<file path="config.mk">
export PLATFORM = sky130hd
export DESIGN_NAME = bfps_sequencer
export DESIGN_NICKNAME = d
export VERILOG_FILES = /design/src/rtl/bfps_sequencer.v
export VERILOG_INCLUDE_DIRS = /design/src /design/src/rtl
export SDC_FILE = /design/constraint.sdc
export NUM_CORES = 1
export LEC_CHECK = 0
export BUFFER_PORTS_ARGS = -buffer_cell sky130_fd_sc_hd__buf_2
export CAP_MARGIN = 20
export CORE_ASPECT_RATIO = 0.75
export CORE_MARGIN = 8
export CORE_UTILIZATION = 50
export CTS_BUF_LIST = sky130_fd_sc_hd__clkbuf_4 sky130_fd_sc_hd__clkbuf_8
export DETAILED_ROUTE_END_ITERATION = 8
export MAX_ROUTING_LAYER = met4
export PLACE_DENSITY = 0.74
export SLEW_MARGIN = 0
export SYNTH_ARGS = -nofsm -noshare
export SYNTH_HDL_FRONTEND = slang
export SYNTH_SLANG_ARGS = --single-unit
</file>
<file path="constraint.sdc">
create_clock -name clk_i -period 5.53 [get_ports clk_i]
set_clock_uncertainty 0.05 [all_clocks]
set_input_delay 0.553 -clock clk_i [delete_from_list [all_inputs] [get_ports clk_i]]
set_output_delay 0.553 -clock clk_i [all_outputs]
set_load 0.005 [all_outputs]
</file>
<file path="src/rtl/bfps_defs.vh">
// Constants for the ballast fault protection sequencer
`ifndef BFPS_DEFS_VH
`define BFPS_DEFS_VH
// Clock rate in kHz
`define BFPS_CLK_KHZ        25000
// Qualification times in microseconds
`define BFPS_T_STARTTH_US   1
`define BFPS_T_UVLO_US      5
`define BFPS_T_FIL_US       100
`define BFPS_T_F620_US      620
`define BFPS_T_OPENLOOP_US  1
`define BFPS_T_OV_US        5
`define BFPS_T_PU_CHECK_US  10
`define BFPS_T_BUSUV_US     84
`define BFPS_T_BUSUV_DLY_US 120
// Long times in milliseconds
`define BFPS_T_SHUT_MS      625
`define BFPS_T_STARTUP_MS   80
`define BFPS_T_UV_WAIT_MS   100
`define BFPS_T_RESTART_MS   200
`define BFPS_T_EOL2_MS      2500
// Undervoltage restart limit
`define BFPS_UV_MAX_RESTART 7
// Cycle counts, least times rounded up
`define BFPS_US2CYC(t)      (((t) * `BFPS_CLK_KHZ + 999) / 1000)
`define BFPS_MS2CYC(t)      ((t) * `BFPS_CLK_KHZ)
// APB register byte addresses
`define BFPS_ADDR_CTRL      12'h000
`define BFPS_ADDR_STATUS    12'h004
`define BFPS_ADDR_IRQ_STAT  12'h008
`define BFPS_ADDR_IRQ_MASK  12'h00c
// Control register bit positions
`define BFPS_CTRL_RUN_REQ   0
`define BFPS_CTRL_CLR_LATCH 1
// Interrupt status bit positions
`define BFPS_IRQ_POWERDOWN  0
`define BFPS_IRQ_LATCHED    1
`define BFPS_IRQ_BOOST_OFF  2
`define BFPS_IRQ_BLOCKED    3
`define BFPS_IRQ_W          4
`endif

</file>
<file path="src/rtl/bfps_sequencer.v">
// Fault supervision and restart sequencer for a lamp ballast controller
`timescale 1ns/1ps
`include "bfps_defs.vh"

module bfps_sequencer #(
   parameter T_SHUT_CYC    = `BFPS_MS2CYC(`BFPS_T_SHUT_MS),     // Run open-loop / overvoltage time
   parameter T_STARTUP_CYC = `BFPS_MS2CYC(`BFPS_T_STARTUP_MS),  // Start-up target timeout
   parameter T_UVWAIT_CYC  = `BFPS_MS2CYC(`BFPS_T_UV_WAIT_MS),  // Undervoltage restart wait
   parameter T_RESTART_CYC = `BFPS_MS2CYC(`BFPS_T_RESTART_MS),  // Timed restart wait
   parameter T_EOL2_CYC    = `BFPS_MS2CYC(`BFPS_T_EOL2_MS),     // Rectify / idling time
   parameter T_START_CYC   = 32'd250000                         // Start-up phase length before run
) (
   // Clock, reset, enable
   input  wire        clk_i,
   input  wire        rstn_i,
   input  wire        ce_i,
   // Comparator flags
   input  wire        vcc_below_start_i,     // Supply below start threshold
   input  wire        vcc_uvlo_i,            // Supply below lockout threshold
   input  wire        vcc_hyst_cycle_i,      // Supply hysteresis cycle completed (pulse)
   input  wire        lvs_cur_low_i,         // lamp_voltage_sense current below threshold
   input  wire        fil_ls_low_th_i,       // Low-side filament above lower threshold
   input  wire        fil_ls_high_th_i,      // Low-side filament above upper threshold
   input  wire        bus_open_loop_i,       // Bus below open-loop level
   input  wire        bus_under_i,           // Bus below undervoltage level
   input  wire        bus_start_ok_i,        // Bus reached start-up target
   input  wire        bus_ov_high_i,         // Bus above upper overvoltage level
   input  wire        bus_ov_low_i,          // Bus above lower overvoltage level
   input  wire        end_of_life_peak_i,    // Lamp voltage peak beyond threshold
   input  wire        end_of_life_rectify_i, // Lamp voltage offset beyond threshold
   input  wire        cap_idle_i,            // Capacitive idling load
   input  wire        cap_overload_i,        // Below resonance with capacitive overload
   // APB slave
   input  wire        psel_i,
   input  wire        penable_i,
   input  wire        pwrite_i,
   input  wire [11:0] paddr_i,
   input  wire [31:0] pwdata_i,
   output reg  [31:0] prdata_o,
   output reg         pready_o,
   output reg         pslverr_o,
   // Gate drive and status
   output reg         gate_en_o,             // Inverter gate drives enabled
   output reg         boost_en_o,            // Boost switch enabled
   output reg         skip_preheat_o,        // Restart without preheating
   output reg         irq_o                  // Level interrupt
);

   // One-hot states
   localparam [6:0] S_MONITOR = 7'h01;
   localparam [6:0] S_POWERUP = 7'h02;
   localparam [6:0] S_START   = 7'h04;
   localparam [6:0] S_RUN     = 7'h08;
   localparam [6:0] S_WAIT    = 7'h10;
   localparam [6:0] S_HOLD    = 7'h20;
   localparam [6:0] S_LATCHED = 7'h40;

   // Short qualification counts
   localparam [15:0] C_STARTTH = `BFPS_US2CYC(`BFPS_T_STARTTH_US);
   localparam [15:0] C_UVLO    = `BFPS_US2CYC(`BFPS_T_UVLO_US);
   localparam [15:0] C_FIL     = `BFPS_US2CYC(`BFPS_T_FIL_US);
   localparam [15:0] C_F620    = `BFPS_US2CYC(`BFPS_T_F620_US);
   localparam [15:0] C_OPENLP  = `BFPS_US2CYC(`BFPS_T_OPENLOOP_US);
   localparam [15:0] C_OV      = `BFPS_US2CYC(`BFPS_T_OV_US);
   localparam [15:0] C_PUCHK   = `BFPS_US2CYC(`BFPS_T_PU_CHECK_US);
   localparam [15:0] C_BUSUV   = `BFPS_US2CYC(`BFPS_T_BUSUV_US + `BFPS_T_BUSUV_DLY_US);

   // Qualifier indices
   localparam NQ = 14;
   localparam Q_STARTTH = 0, Q_UVLO = 1, Q_LVS = 2, Q_FILLO = 3, Q_FILHI = 4, Q_OPENLP = 5;
   localparam Q_SHUT = 6, Q_BUSUV = 7, Q_OVPU = 8, Q_OVBST = 9, Q_OVRUN = 10;
   localparam Q_EOL1 = 11, Q_EOL2 = 12, Q_CAP2 = 13;

   reg  [6:0]    state_reg;                  // Sequencer state
   reg  [31:0]   tmr_reg;                    // Phase timer
   reg  [6:0]    ret_reg;                    // Kind of wait (timed, open-loop bus, overvoltage bus)
   reg           fault_once_reg;             // One single-restart fault seen
   reg  [2:0]    uv_cnt_reg;                 // Undervoltage restarts used
   reg           boost_hold_ov_reg;          // Boost held off by overvoltage
   reg           run_req_reg;                // Software enable for power-up
   reg  [3:0]    irq_stat_reg;               // Sticky events
   reg  [3:0]    irq_mask_reg;               // Interrupt mask
   reg  [31:0]   qcnt_reg [0:NQ-1];          // Qualification timers
   wire [NQ-1:0] qflag;                      // Raw flag per qualifier
   wire [NQ-1:0] qen;                        // Mode enable per qualifier
   wire [NQ-1:0] qual;                       // Qualified condition
   wire [31:0]   qlim [0:NQ-1];              // Qualification length

   wire in_mon  = state_reg == S_MONITOR;
   wire in_pu   = state_reg == S_POWERUP;
   wire in_act  = (state_reg == S_START) | (state_reg == S_RUN);
   wire in_run  = state_reg == S_RUN;
   wire pu_chk  = in_pu & (tmr_reg >= {16'h0000, C_PUCHK});

   // Flag, mode enable and duration per qualifier
   assign qflag = {cap_overload_i, end_of_life_rectify_i | cap_idle_i, end_of_life_peak_i, bus_ov_high_i,
                   bus_ov_high_i, bus_ov_high_i, bus_under_i, bus_open_loop_i, bus_open_loop_i,
                   fil_ls_high_th_i, fil_ls_low_th_i, lvs_cur_low_i, vcc_uvlo_i, vcc_below_start_i};
   assign qen   = {in_run, in_run, in_run, in_run, in_act, pu_chk, in_run, in_run, in_act | pu_chk,
                   in_run, in_mon, in_mon, 1'b1, in_mon};
   assign qlim[Q_STARTTH] = {16'h0000, C_STARTTH};
   assign qlim[Q_UVLO]    = {16'h0000, C_UVLO};
   assign qlim[Q_LVS]     = {16'h0000, C_FIL};
   assign qlim[Q_FILLO]   = {16'h0000, C_FIL};
   assign qlim[Q_FILHI]   = {16'h0000, C_F620};
   assign qlim[Q_OPENLP]  = {16'h0000, C_OPENLP};
   assign qlim[Q_SHUT]    = T_SHUT_CYC;
   assign qlim[Q_BUSUV]   = {16'h0000, C_BUSUV};
   assign qlim[Q_OVPU]    = {16'h0000, C_OV};
   assign qlim[Q_OVBST]   = {16'h0000, C_OV};
   assign qlim[Q_OVRUN]   = T_SHUT_CYC;
   assign qlim[Q_EOL1]    = {16'h0000, C_F620};
   assign qlim[Q_EOL2]    = T_EOL2_CYC;
   assign qlim[Q_CAP2]    = {16'h0000, C_F620};

   // Continuous-duration qualifiers, cleared on any gap or disabled mode
   genvar gi;
   generate
      for (gi = 0; gi < NQ; gi = gi + 1) begin : g_qual
         always @(posedge clk_i) begin
            if (!rstn_i) begin
               qcnt_reg[gi] <= 32'h00000000;
            end else if (ce_i) begin
               if (qflag[gi] && qen[gi]) begin
                  if (qcnt_reg[gi] < qlim[gi])
                     qcnt_reg[gi] <= qcnt_reg[gi] + 32'h00000001;
               end else begin
                  qcnt_reg[gi] <= 32'h00000000;
               end
            end
         end
         assign qual[gi] = qflag[gi] & qen[gi] & (qcnt_reg[gi] >= qlim[gi]);
      end
   endgenerate

   // Fault groupings
   wire block_pu = qual[Q_STARTTH] | qual[Q_LVS] | qual[Q_FILLO];
   wire f_fault  = qual[Q_FILHI] | qual[Q_EOL1] | qual[Q_EOL2] | qual[Q_CAP2];
   wire pu_hold  = qual[Q_OPENLP] | qual[Q_OVPU];

   // APB access strobes
   wire apb_acc = psel_i & penable_i & pready_o;
   wire apb_wr  = apb_acc & pwrite_i;
   wire wr_ctrl = apb_wr & (paddr_i == `BFPS_ADDR_CTRL);
   wire clr_latch = wr_ctrl & pwdata_i[`BFPS_CTRL_CLR_LATCH];

   // Event pulses
   reg  [3:0] ev;
   reg  [6:0] state_next;
   reg  [6:0] ret_next;
   reg  [31:0] tmr_next;
   reg        fault_once_next;
   reg  [2:0] uv_cnt_next;
   reg        skip_next;

   // Sequencer next-state logic
   always @* begin
      state_next      = state_reg;
      ret_next        = ret_reg;
      tmr_next        = tmr_reg + 32'h00000001;
      fault_once_next = fault_once_reg;
      uv_cnt_next     = uv_cnt_reg;
      skip_next       = skip_preheat_o;
      ev              = 4'h0;
      if (qual[Q_UVLO]) begin
         // Lockout overrides every mode
         state_next      = S_MONITOR;
         fault_once_next = 1'b0;
         uv_cnt_next     = 3'h0;
         skip_next       = 1'b0;
         tmr_next        = 32'h00000000;
         ev[`BFPS_IRQ_POWERDOWN] = ~in_mon;
      end else begin
         case (state_reg)
            S_MONITOR: begin
               // Wait for clear checks and software enable
               if (block_pu) begin
                  ev[`BFPS_IRQ_BLOCKED] = 1'b1;
               end else if (run_req_reg) begin
                  state_next = S_POWERUP;
                  tmr_next   = 32'h00000000;
               end
            end
            S_POWERUP: begin
               // Bus check at power-up, gates held off on failure
               if (pu_hold) begin
                  state_next = S_HOLD;
                  ev[`BFPS_IRQ_POWERDOWN] = 1'b1;
               end else if (tmr_reg >= {16'h0000, C_PUCHK} + {16'h0000, C_OV}) begin
                  state_next = S_START;
                  tmr_next   = 32'h00000000;
               end
            end
            S_START: begin
               // Bus must reach start-up target in time
               if (!bus_start_ok_i && tmr_reg >= T_STARTUP_CYC) begin
                  state_next = S_WAIT;
                  ret_next   = S_MONITOR;
                  tmr_next   = T_RESTART_CYC;
                  ev[`BFPS_IRQ_POWERDOWN] = 1'b1;
               end else if (bus_start_ok_i && tmr_reg >= T_START_CYC) begin
                  state_next = S_RUN;
                  tmr_next   = 32'h00000000;
               end
            end
            S_RUN: begin
               // Run-mode faults by priority
               if (f_fault) begin
                  ev[`BFPS_IRQ_POWERDOWN] = 1'b1;
                  if (fault_once_reg) begin
                     state_next = S_LATCHED;
                     ev[`BFPS_IRQ_LATCHED] = 1'b1;
                  end else begin
                     fault_once_next = 1'b1;
                     state_next = S_WAIT;
                     ret_next   = S_MONITOR;
                     tmr_next   = T_RESTART_CYC;
                  end
               end else if (qual[Q_BUSUV]) begin
                  ev[`BFPS_IRQ_POWERDOWN] = 1'b1;
                  if (uv_cnt_reg == 3'd`BFPS_UV_MAX_RESTART) begin
                     state_next = S_LATCHED;
                     ev[`BFPS_IRQ_LATCHED] = 1'b1;
                  end else begin
                     uv_cnt_next = uv_cnt_reg + 3'h1;
                     skip_next   = 1'b1;
                     state_next  = S_WAIT;
                     ret_next    = S_MONITOR;
                     tmr_next    = T_UVWAIT_CYC;
                  end
               end else if (qual[Q_SHUT]) begin
                  state_next = S_WAIT;
                  ret_next   = S_WAIT;
                  tmr_next   = 32'h00000000;
                  ev[`BFPS_IRQ_POWERDOWN] = 1'b1;
               end else if (qual[Q_OVRUN]) begin
                  state_next = S_WAIT;
                  ret_next   = S_RUN;
                  tmr_next   = 32'h00000000;
                  ev[`BFPS_IRQ_POWERDOWN] = 1'b1;
               end
            end
            S_WAIT: begin
               // Timed wait, or wait on bus level (ret marks the kind)
               if (ret_reg == S_WAIT) begin
                  tmr_next = tmr_reg;
                  if (!bus_open_loop_i)
                     state_next = S_MONITOR;
               end else if (ret_reg == S_RUN) begin
                  tmr_next = tmr_reg;
                  if (!bus_ov_low_i)
                     state_next = S_MONITOR;
               end else begin
                  tmr_next = tmr_reg - 32'h00000001;
                  if (tmr_reg == 32'h00000000) begin
                     tmr_next   = 32'h00000000;
                     state_next = S_MONITOR;
                  end
               end
            end
            S_HOLD: begin
               // A supply hysteresis cycle or lockout releases
               if (vcc_hyst_cycle_i)
                  state_next = S_MONITOR;
            end
            S_LATCHED: begin
               // Stays off until lockout or software clear
               if (clr_latch) begin
                  state_next      = S_MONITOR;
                  fault_once_next = 1'b0;
                  uv_cnt_next     = 3'h0;
               end
            end
            default: begin
               state_next = S_MONITOR;
            end
         endcase
      end
   end

   // Sequencer registers and gate outputs
   always @(posedge clk_i) begin
      if (!rstn_i) begin
         state_reg         <= S_MONITOR;
         ret_reg           <= S_MONITOR;
         tmr_reg           <= 32'h00000000;
         fault_once_reg    <= 1'b0;
         uv_cnt_reg        <= 3'h0;
         skip_preheat_o    <= 1'b0;
         gate_en_o         <= 1'b0;
         boost_en_o        <= 1'b0;
         boost_hold_ov_reg <= 1'b0;
      end else if (ce_i) begin
         state_reg      <= state_next;
         ret_reg        <= ret_next;
         tmr_reg        <= tmr_next;
         fault_once_reg <= fault_once_next;
         uv_cnt_reg     <= uv_cnt_next;
         skip_preheat_o <= skip_next;
         // Gates only in active modes
         gate_en_o      <= (state_next == S_START) | (state_next == S_RUN);
         // Overvoltage hold until bus below lower level
         if (qual[Q_OVBST])
            boost_hold_ov_reg <= 1'b1;
         else if (!bus_ov_low_i)
            boost_hold_ov_reg <= 1'b0;
         // Boost off while open-loop or overvoltage hold
         boost_en_o <= ((state_next == S_START) | (state_next == S_RUN)) & ~qual[Q_OPENLP]
                       & ~(qual[Q_OVBST] | (boost_hold_ov_reg & bus_ov_low_i));
      end
   end

   // APB slave, events, interrupt
   always @(posedge clk_i) begin
      if (!rstn_i) begin
         prdata_o     <= 32'h00000000;
         pready_o     <= 1'b0;
         pslverr_o    <= 1'b0;
         run_req_reg  <= 1'b0;
         irq_stat_reg <= 4'h0;
         irq_mask_reg <= 4'h0;
         irq_o        <= 1'b0;
      end else if (ce_i) begin
         pready_o  <= psel_i & penable_i & ~pready_o;
         pslverr_o <= psel_i & penable_i & ~pready_o & (paddr_i > `BFPS_ADDR_IRQ_MASK);
         if (wr_ctrl)
            run_req_reg <= pwdata_i[`BFPS_CTRL_RUN_REQ];
         if (apb_wr && paddr_i == `BFPS_ADDR_IRQ_MASK)
            irq_mask_reg <= pwdata_i[3:0];
         // Set wins over write-one clear
         if (apb_wr && paddr_i == `BFPS_ADDR_IRQ_STAT)
            irq_stat_reg <= (irq_stat_reg & ~pwdata_i[3:0]) | ev;
         else
            irq_stat_reg <= irq_stat_reg | ev;
         irq_o <= |(irq_stat_reg & irq_mask_reg);
         // Read data during access phase
         if (psel_i && !pwrite_i && !pready_o) begin
            case (paddr_i)
               `BFPS_ADDR_CTRL:     prdata_o <= {31'h0, run_req_reg};
               `BFPS_ADDR_STATUS:   prdata_o <= {19'h0, uv_cnt_reg, fault_once_reg, boost_en_o, gate_en_o,
                                                 state_reg};
               `BFPS_ADDR_IRQ_STAT: prdata_o <= {28'h0, irq_stat_reg};
               `BFPS_ADDR_IRQ_MASK: prdata_o <= {28'h0, irq_mask_reg};
               default:             prdata_o <= 32'h00000000;
            endcase
         end
      end
   end

endmodule // bfps_sequencer

</file>
==> flow_summary.yaml, run 1 <==
status:
  status: "finished, final reports clean"
route:
  drtAntennaViolNets: 0
  drt_iter0_drc: 1550
  drc: 0
  drt_first_pass_iters: 5
  wl_met2_um: 23800
  met1_length_um: 23000
  met3_wirelength_um: 4260
  vias: 17500
  wirelength_um: 52500
  routed.top_layer: "met4"
  avgRoutedWirePerCell_um: 16.3
  vias_per_cell: 5.45
timing:
  holdWs_ns: 0.146
  tightest_slew_ns: 1.15
  finalHoldViolCount: 0
  clock.fmax_mhz: 257
  final.setup.worst_slack_ns: 1.63
  min_period_over_period: 0.705
  rsz0062_at_grt: "false"
  finalSetupTns_ns: 0
  setup_violations: 0
  report.final.slew_viol_count: 0
  slew_headroom: 0.234
  finalCriticalPeriod_ns: 3.90
floorplanning:
  num_rows: 70
  coreArea_um2: 48500
  die_width_um: 272
  die_y_um: 208
  initial_core_util: 0.505
  num_io_pins: 103
  die_area_um2: 56400
layout:
  final_area_um2: 28200
  largest_register_ffs: 448
  finalNetCount: 2600
  syn_to_final_growth_pct: 15.2
  drive_gt1_frac: 0.107
  fin_cells: 3218
  final_common_cell: "edfxtp_1"
  layout_common_cells: "edfxtp_1, nor2_1, conb_1, nand2_1, nand3_1"
grt:
  grt_max_degree: 49
  grtUsageTotal: 0.186
  antenna_found_initial: 2
  grt_pass1_wl_um: 84500
  grt_pass1_vias: 16700
  grt-ovfl-total: 0
power:
  p_per_area_nw_per_um2: 304
  ir_drop_uv: 205
  p_leak_nw: 10.3
logic_synthesis:
  synth_seq_area_share: 0.611
  synth.distinct_cells: 97
  yosys_warnings: 0
  synth_edf_count: 448
  ys_seq_elements: 523
  netlist_instances: 2148
  synth-main-ff-cell: "edfxtp_1"
  synth_area_um2: 24500
  async_flop_share: 0
  syn_avg_cell_area_um2: 11.4
place:
  place_inst: 3058
  io_buffers: 55
  dpl_worst_slack_ns: 1.77
  place_area_um2: 26400
  globalplace.congestion: 0.955
  place_hpwl_um: 35700
critical_path:
  cp_data_arrival_time_ns: 4.41
  path_cells: "nor2_1 > nand2_1 > nor4b_1 > o31a_1 > nand3_1 > o21ai_1 > a31oi_1 > a22oi_1"
  worstSetupStartpointType: "flip-flop"
  critPathBufInv: 0
  path_max_fanout: 17
  endpoint_kind: "flip-flop"
  cp_slowest_stage_delay_ns: 0.93
  setup.worst_path.class: "flip-flop to flip-flop"
  cp_slowest_cell: "nor4b_1"
  crit_family: "simple AND/OR/NAND/NOR gates"
  worstPathRequired_ns: 6.04
clock_tree:
  cts_tree: "yes"
  clock_sinks: 523
  ctsResizeCount: 0
  cts_buffers: 83
  clk_latency_ns: 0.66
  max-clock-path-buffers: 3
  clkTransAtPathRegs_ns: 0.06
  root_buffer: "clkbuf_8"
  cts-htree-levels: 3
run:
  cap_violations: 0
worst_hold_path:
  hold_class: "primary input to flip-flop"
## kinds of logic after synthesis
logic type / share of synthesized area
AND/OR/NAND/NOR: 0.193
flip-flops: 0.611
AO/OA/AOI/OAI: 0.0810
XOR/XNOR: 0.0619
buffers and inverters: 0.0288
adder cells (fa/ha/maj): 0.0194
multiplexers: 0.00475
other: 0.000153
## power by group
group / total [W] / switching [W] / internal (W)
Clock: 0.00350 / 0.00152 / 0.00198
Sequential: 0.00463 / 0.000122 / 0.00451
Combinational: 0.000447 / 0.000309 / 0.000138
Total: 0.00858 / 0.00195 / 0.00663
## cells in the mapped netlist (8+ instances only)
library cell	n	area (um2)
edfxtp_1	448	13500
nor2_1	310	1160
nand2_1	166	623
nand3_1	131	656
xor2_1	107	937
nor4_1	87	544
dfxtp_1	75	1500
a21oi_1	68	340
xnor2_1	66	578
inv_1	64	240
clkbuf_1	62	233
o21ai_0	49	245
nand4_1	48	300
nor3_1	48	240
and3_1	41	257
ha_1	38	475
a22oi_1	20	150
buf_4	20	150
a31oi_1	19	119
o211ai_1	16	120
and2_1	13	81.3
or3_1	13	81.3
buf_2	11	55.1
nor3b_1	11	82.6
a211oi_1	10	75.1
nor2b_1	10	62.6
or4_1	10	75.1
nand2b_1	9	56.3
and4_1	8	70.1
o21ai_1	8	40.0
## path summary, 6_finish.rpt
| check | cells past startpoint | endpoint | start | slack, ns |
|---|---|---|---|---|
| worst max-delay path | 8 | tmr_reg[29] | state_reg[1] | 1.63 |
| worst min-delay path | 3 | irq_mask_reg[1] | pwdata_i[1] | 0.15 |
| worst max register to register | 8 | tmr_reg[29] | state_reg[1] | 1.63 |
| worst min register to register | 2 | irq_stat_reg[2] | irq_stat_reg[2] | 0.40 |
## through the flow
step	power, W	util
floorplan	0.00500	-
global placement	0.00511	0.543
detailed placement	0.00515	0.544
CTS	0.00866	0.581
global route	0.00892	0.582
finish	0.00858	0.582
## worst reg2reg max path, stage by stage, from the launching register on
cell and delay, ns:
dfxtp_1 0.42, nor2_1 0.21, nand2_1 0.10, nor4b_1 0.93
o31a_1 0.82, nand3_1 0.64, o21ai_1 0.30, a31oi_1 0.06
a22oi_1 0.27
## final cells by class
type	count	area (um2)
flip-flops and latches	523	15000
inverters	65	244
clock buffers	131	1550
multi-input cells	1742	9900
well taps	648	811
fillers	3999	20300
clock inverters	25	240
diodes	2	5.00
repair buffers	82	518
## per-layer routing
metal	vias to the layer above	track usage
li1	8406	-
met1	8367	0.248
met2	627	0.279
met3	123	0.0455
met4	0	0.0603
met5	-	-
## what timing repair did
| action | in CTS | in global routing |
|---|---|---|
| hold endpoints to repair | 1 | 0 |
| setup buffers | 0 | 0 |
| hold buffers | 1 | 0 |
Power figures use the tool's default switching activity.
==> run 2: changes to the inputs <==
==> constraint.sdc (replaced) <==
create_clock -name clk_i -period 4.09 [get_ports clk_i]
set_clock_uncertainty 0.05 [all_clocks]
set_input_delay 0.409 -clock clk_i [delete_from_list [all_inputs] [get_ports clk_i]]
set_output_delay 0.409 -clock clk_i [all_outputs]
set_load 0.005 [all_outputs]
==> flow_summary.yaml, run 2 (synthesized netlist as in run 1, its figures left out) <==
clock_tree:
  cts_tree: "yes"
  clkTransAtPathRegs_ns: 0.07
  cts_buffers: 80
  root_buffer: "clkbuf_8"
  clock_sinks: 523
  cts_setup_buffers: 0
  cts-htree-levels: 3
  ctsResizeCount: 0
  clk_latency_ns: 0.68
  cts_hold_buf: 6
  max-clock-path-buffers: 3
layout:
  final_common_cell: "edfxtp_1"
  layout_common_cells: "edfxtp_1, nor2_1, conb_1, nand2_1, nand3_1"
  drive_gt1_frac: 0.109
  final_area_um2: 28300
  largest_register_ffs: 448
  fin_util: 0.582
  finalNetCount: 2628
  syn_to_final_growth_pct: 15.4
  fin_cells: 3237
timing:
  tightest_slew_ns: 0.941
  finalCriticalPeriod_ns: 3.66
  clock.fmax_mhz: 273
  report.final.slew_viol_count: 0
  rsz0062_at_grt: "false"
  setup_violations: 0
  slew_headroom: 0.371
  min_period_over_period: 0.895
  finalHoldViolCount: 0
  finalSetupTns_ns: 0
route:
  drtAntennaViolNets: 0
  drt_iter0_drc: 1526
  avgRoutedWirePerCell_um: 16.6
  vias_per_cell: 5.40
  wirelength_um: 53700
  drt_first_pass_iters: 7
  vias: 17500
  drc: 0
floorplanning:
  initial_core_util: 0.505
  die_area_um2: 56400
  num_rows: 70
  coreArea_um2: 48500
  num_io_pins: 103
  die_width_um: 272
  die_y_um: 208
worst_hold_path:
  min_to: "pready_o"
  hold_class: "primary input to flip-flop"
  whs_path_depth: 3
  hp-start: "psel_i"
status:
  status: "finished, final reports clean"
critical_path:
  reg2reg_to: "tmr_reg[4]"
  setup.worst_path.class: "flip-flop to flip-flop"
  worstPathRequired_ns: 4.62
  cp_slowest_cell: "o211ai_4"
  r2r-start: "state_reg[4]"
  r2r_cells: 10
  path_cells: "nor3_2 > and2_2 > o311ai_0 > buf_4 > o21a_1 > and3_1 > a31o_2 > o211ai_4 > a221oi_1 > nor4_1"
  r2r_slack_ns: 0.43
  worstSetupStartpointType: "flip-flop"
  cp_slowest_stage_delay_ns: 0.53
  endpoint_kind: "flip-flop"
  cp_data_arrival_time_ns: 4.19
  path_max_fanout: 18
place:
  place_hpwl_um: 36900
  io_buffers: 55
  place_area_um2: 26600
  globalplace.congestion: 0.954
  place_inst: 3085
power:
  ir_drop_uv: 280
  p_per_area_nw_per_um2: 399
  p_leak_nw: 10.3
run:
  cap_violations: 0
grt:
  grtUsageTotal: 0.191
  antenna_found_initial: 4
  grt_max_degree: 33
  grt_pass1_vias: 16800
  grt_pass1_wl_um: 86000
  grt-ovfl-total: 0
[run 2: through the flow]
| stage | setup WS, ns | hold WS [ns] | total power, W |
|---|---|---|---|
| floorplan | 0.0918 | 0.372 | 0.00675 |
| global placement | 0.585 | 0.384 | 0.00695 |
| detailed placement | 0.540 | 0.390 | 0.00699 |
| CTS | 0.488 | 0.0179 | 0.0114 |
| global route | 0.209 | 0.0641 | 0.0117 |
| finish | 0.428 | 0.0905 | 0.0113 |
[run 2: worst max path at each step]
stage,from,to,slack (ns),cells past startpoint
floorplan,qcnt_reg[0][244],qcnt_reg[0][224],0.09,5
global placement,state_reg[4],tmr_reg[4],0.59,10
detailed placement,state_reg[4],tmr_reg[4],0.54,10
CTS,state_reg[4],tmr_reg[24],0.49,10
global route,tmr_reg[1],tmr_reg[31],0.21,9
finish,state_reg[4],tmr_reg[4],0.43,10
[run 2: cell type report]
cell class | instances | area [um2]
flip-flops and latches | 523 | 15000
clock inverters | 26 | 176
fillers | 4014 | 20300
inverters | 65 | 244
repair buffers | 113 | 726
well taps | 648 | 811
multi-input cells | 1742 | 9900
diodes | 3 | 7.51
clock buffers | 117 | 1440
[run 2: power breakdown]
group	switching [W]	total [W]	internal, W	leakage (nW)
Clock	0.00199	0.00437	0.00238	0.861
Sequential	0.000165	0.00626	0.00610	5.31
Combinational	0.000436	0.000640	0.000205	4.13
[run 2: metal layers]
layer | global-route usage | vias to the layer above | share of wire
met5 | - | - | 0
met4 | 0.0662 | 0 | 0.023
met3 | 0.0503 | 102 | 0.079
met2 | 0.279 | 577 | 0.44
met1 | 0.257 | 8341 | 0.45
li1 | - | 8445 | -
[run 2: worst max-delay path, delay by kind of cell, from the launching register on]
kind | cells | cell delay, ns
and+or+nand+nor | 4 | 1.47
AOI/OAI and AO/OA | 5 | 1.43
DFF | 1 | 0.40
buffers and inverters | 1 | 0.19
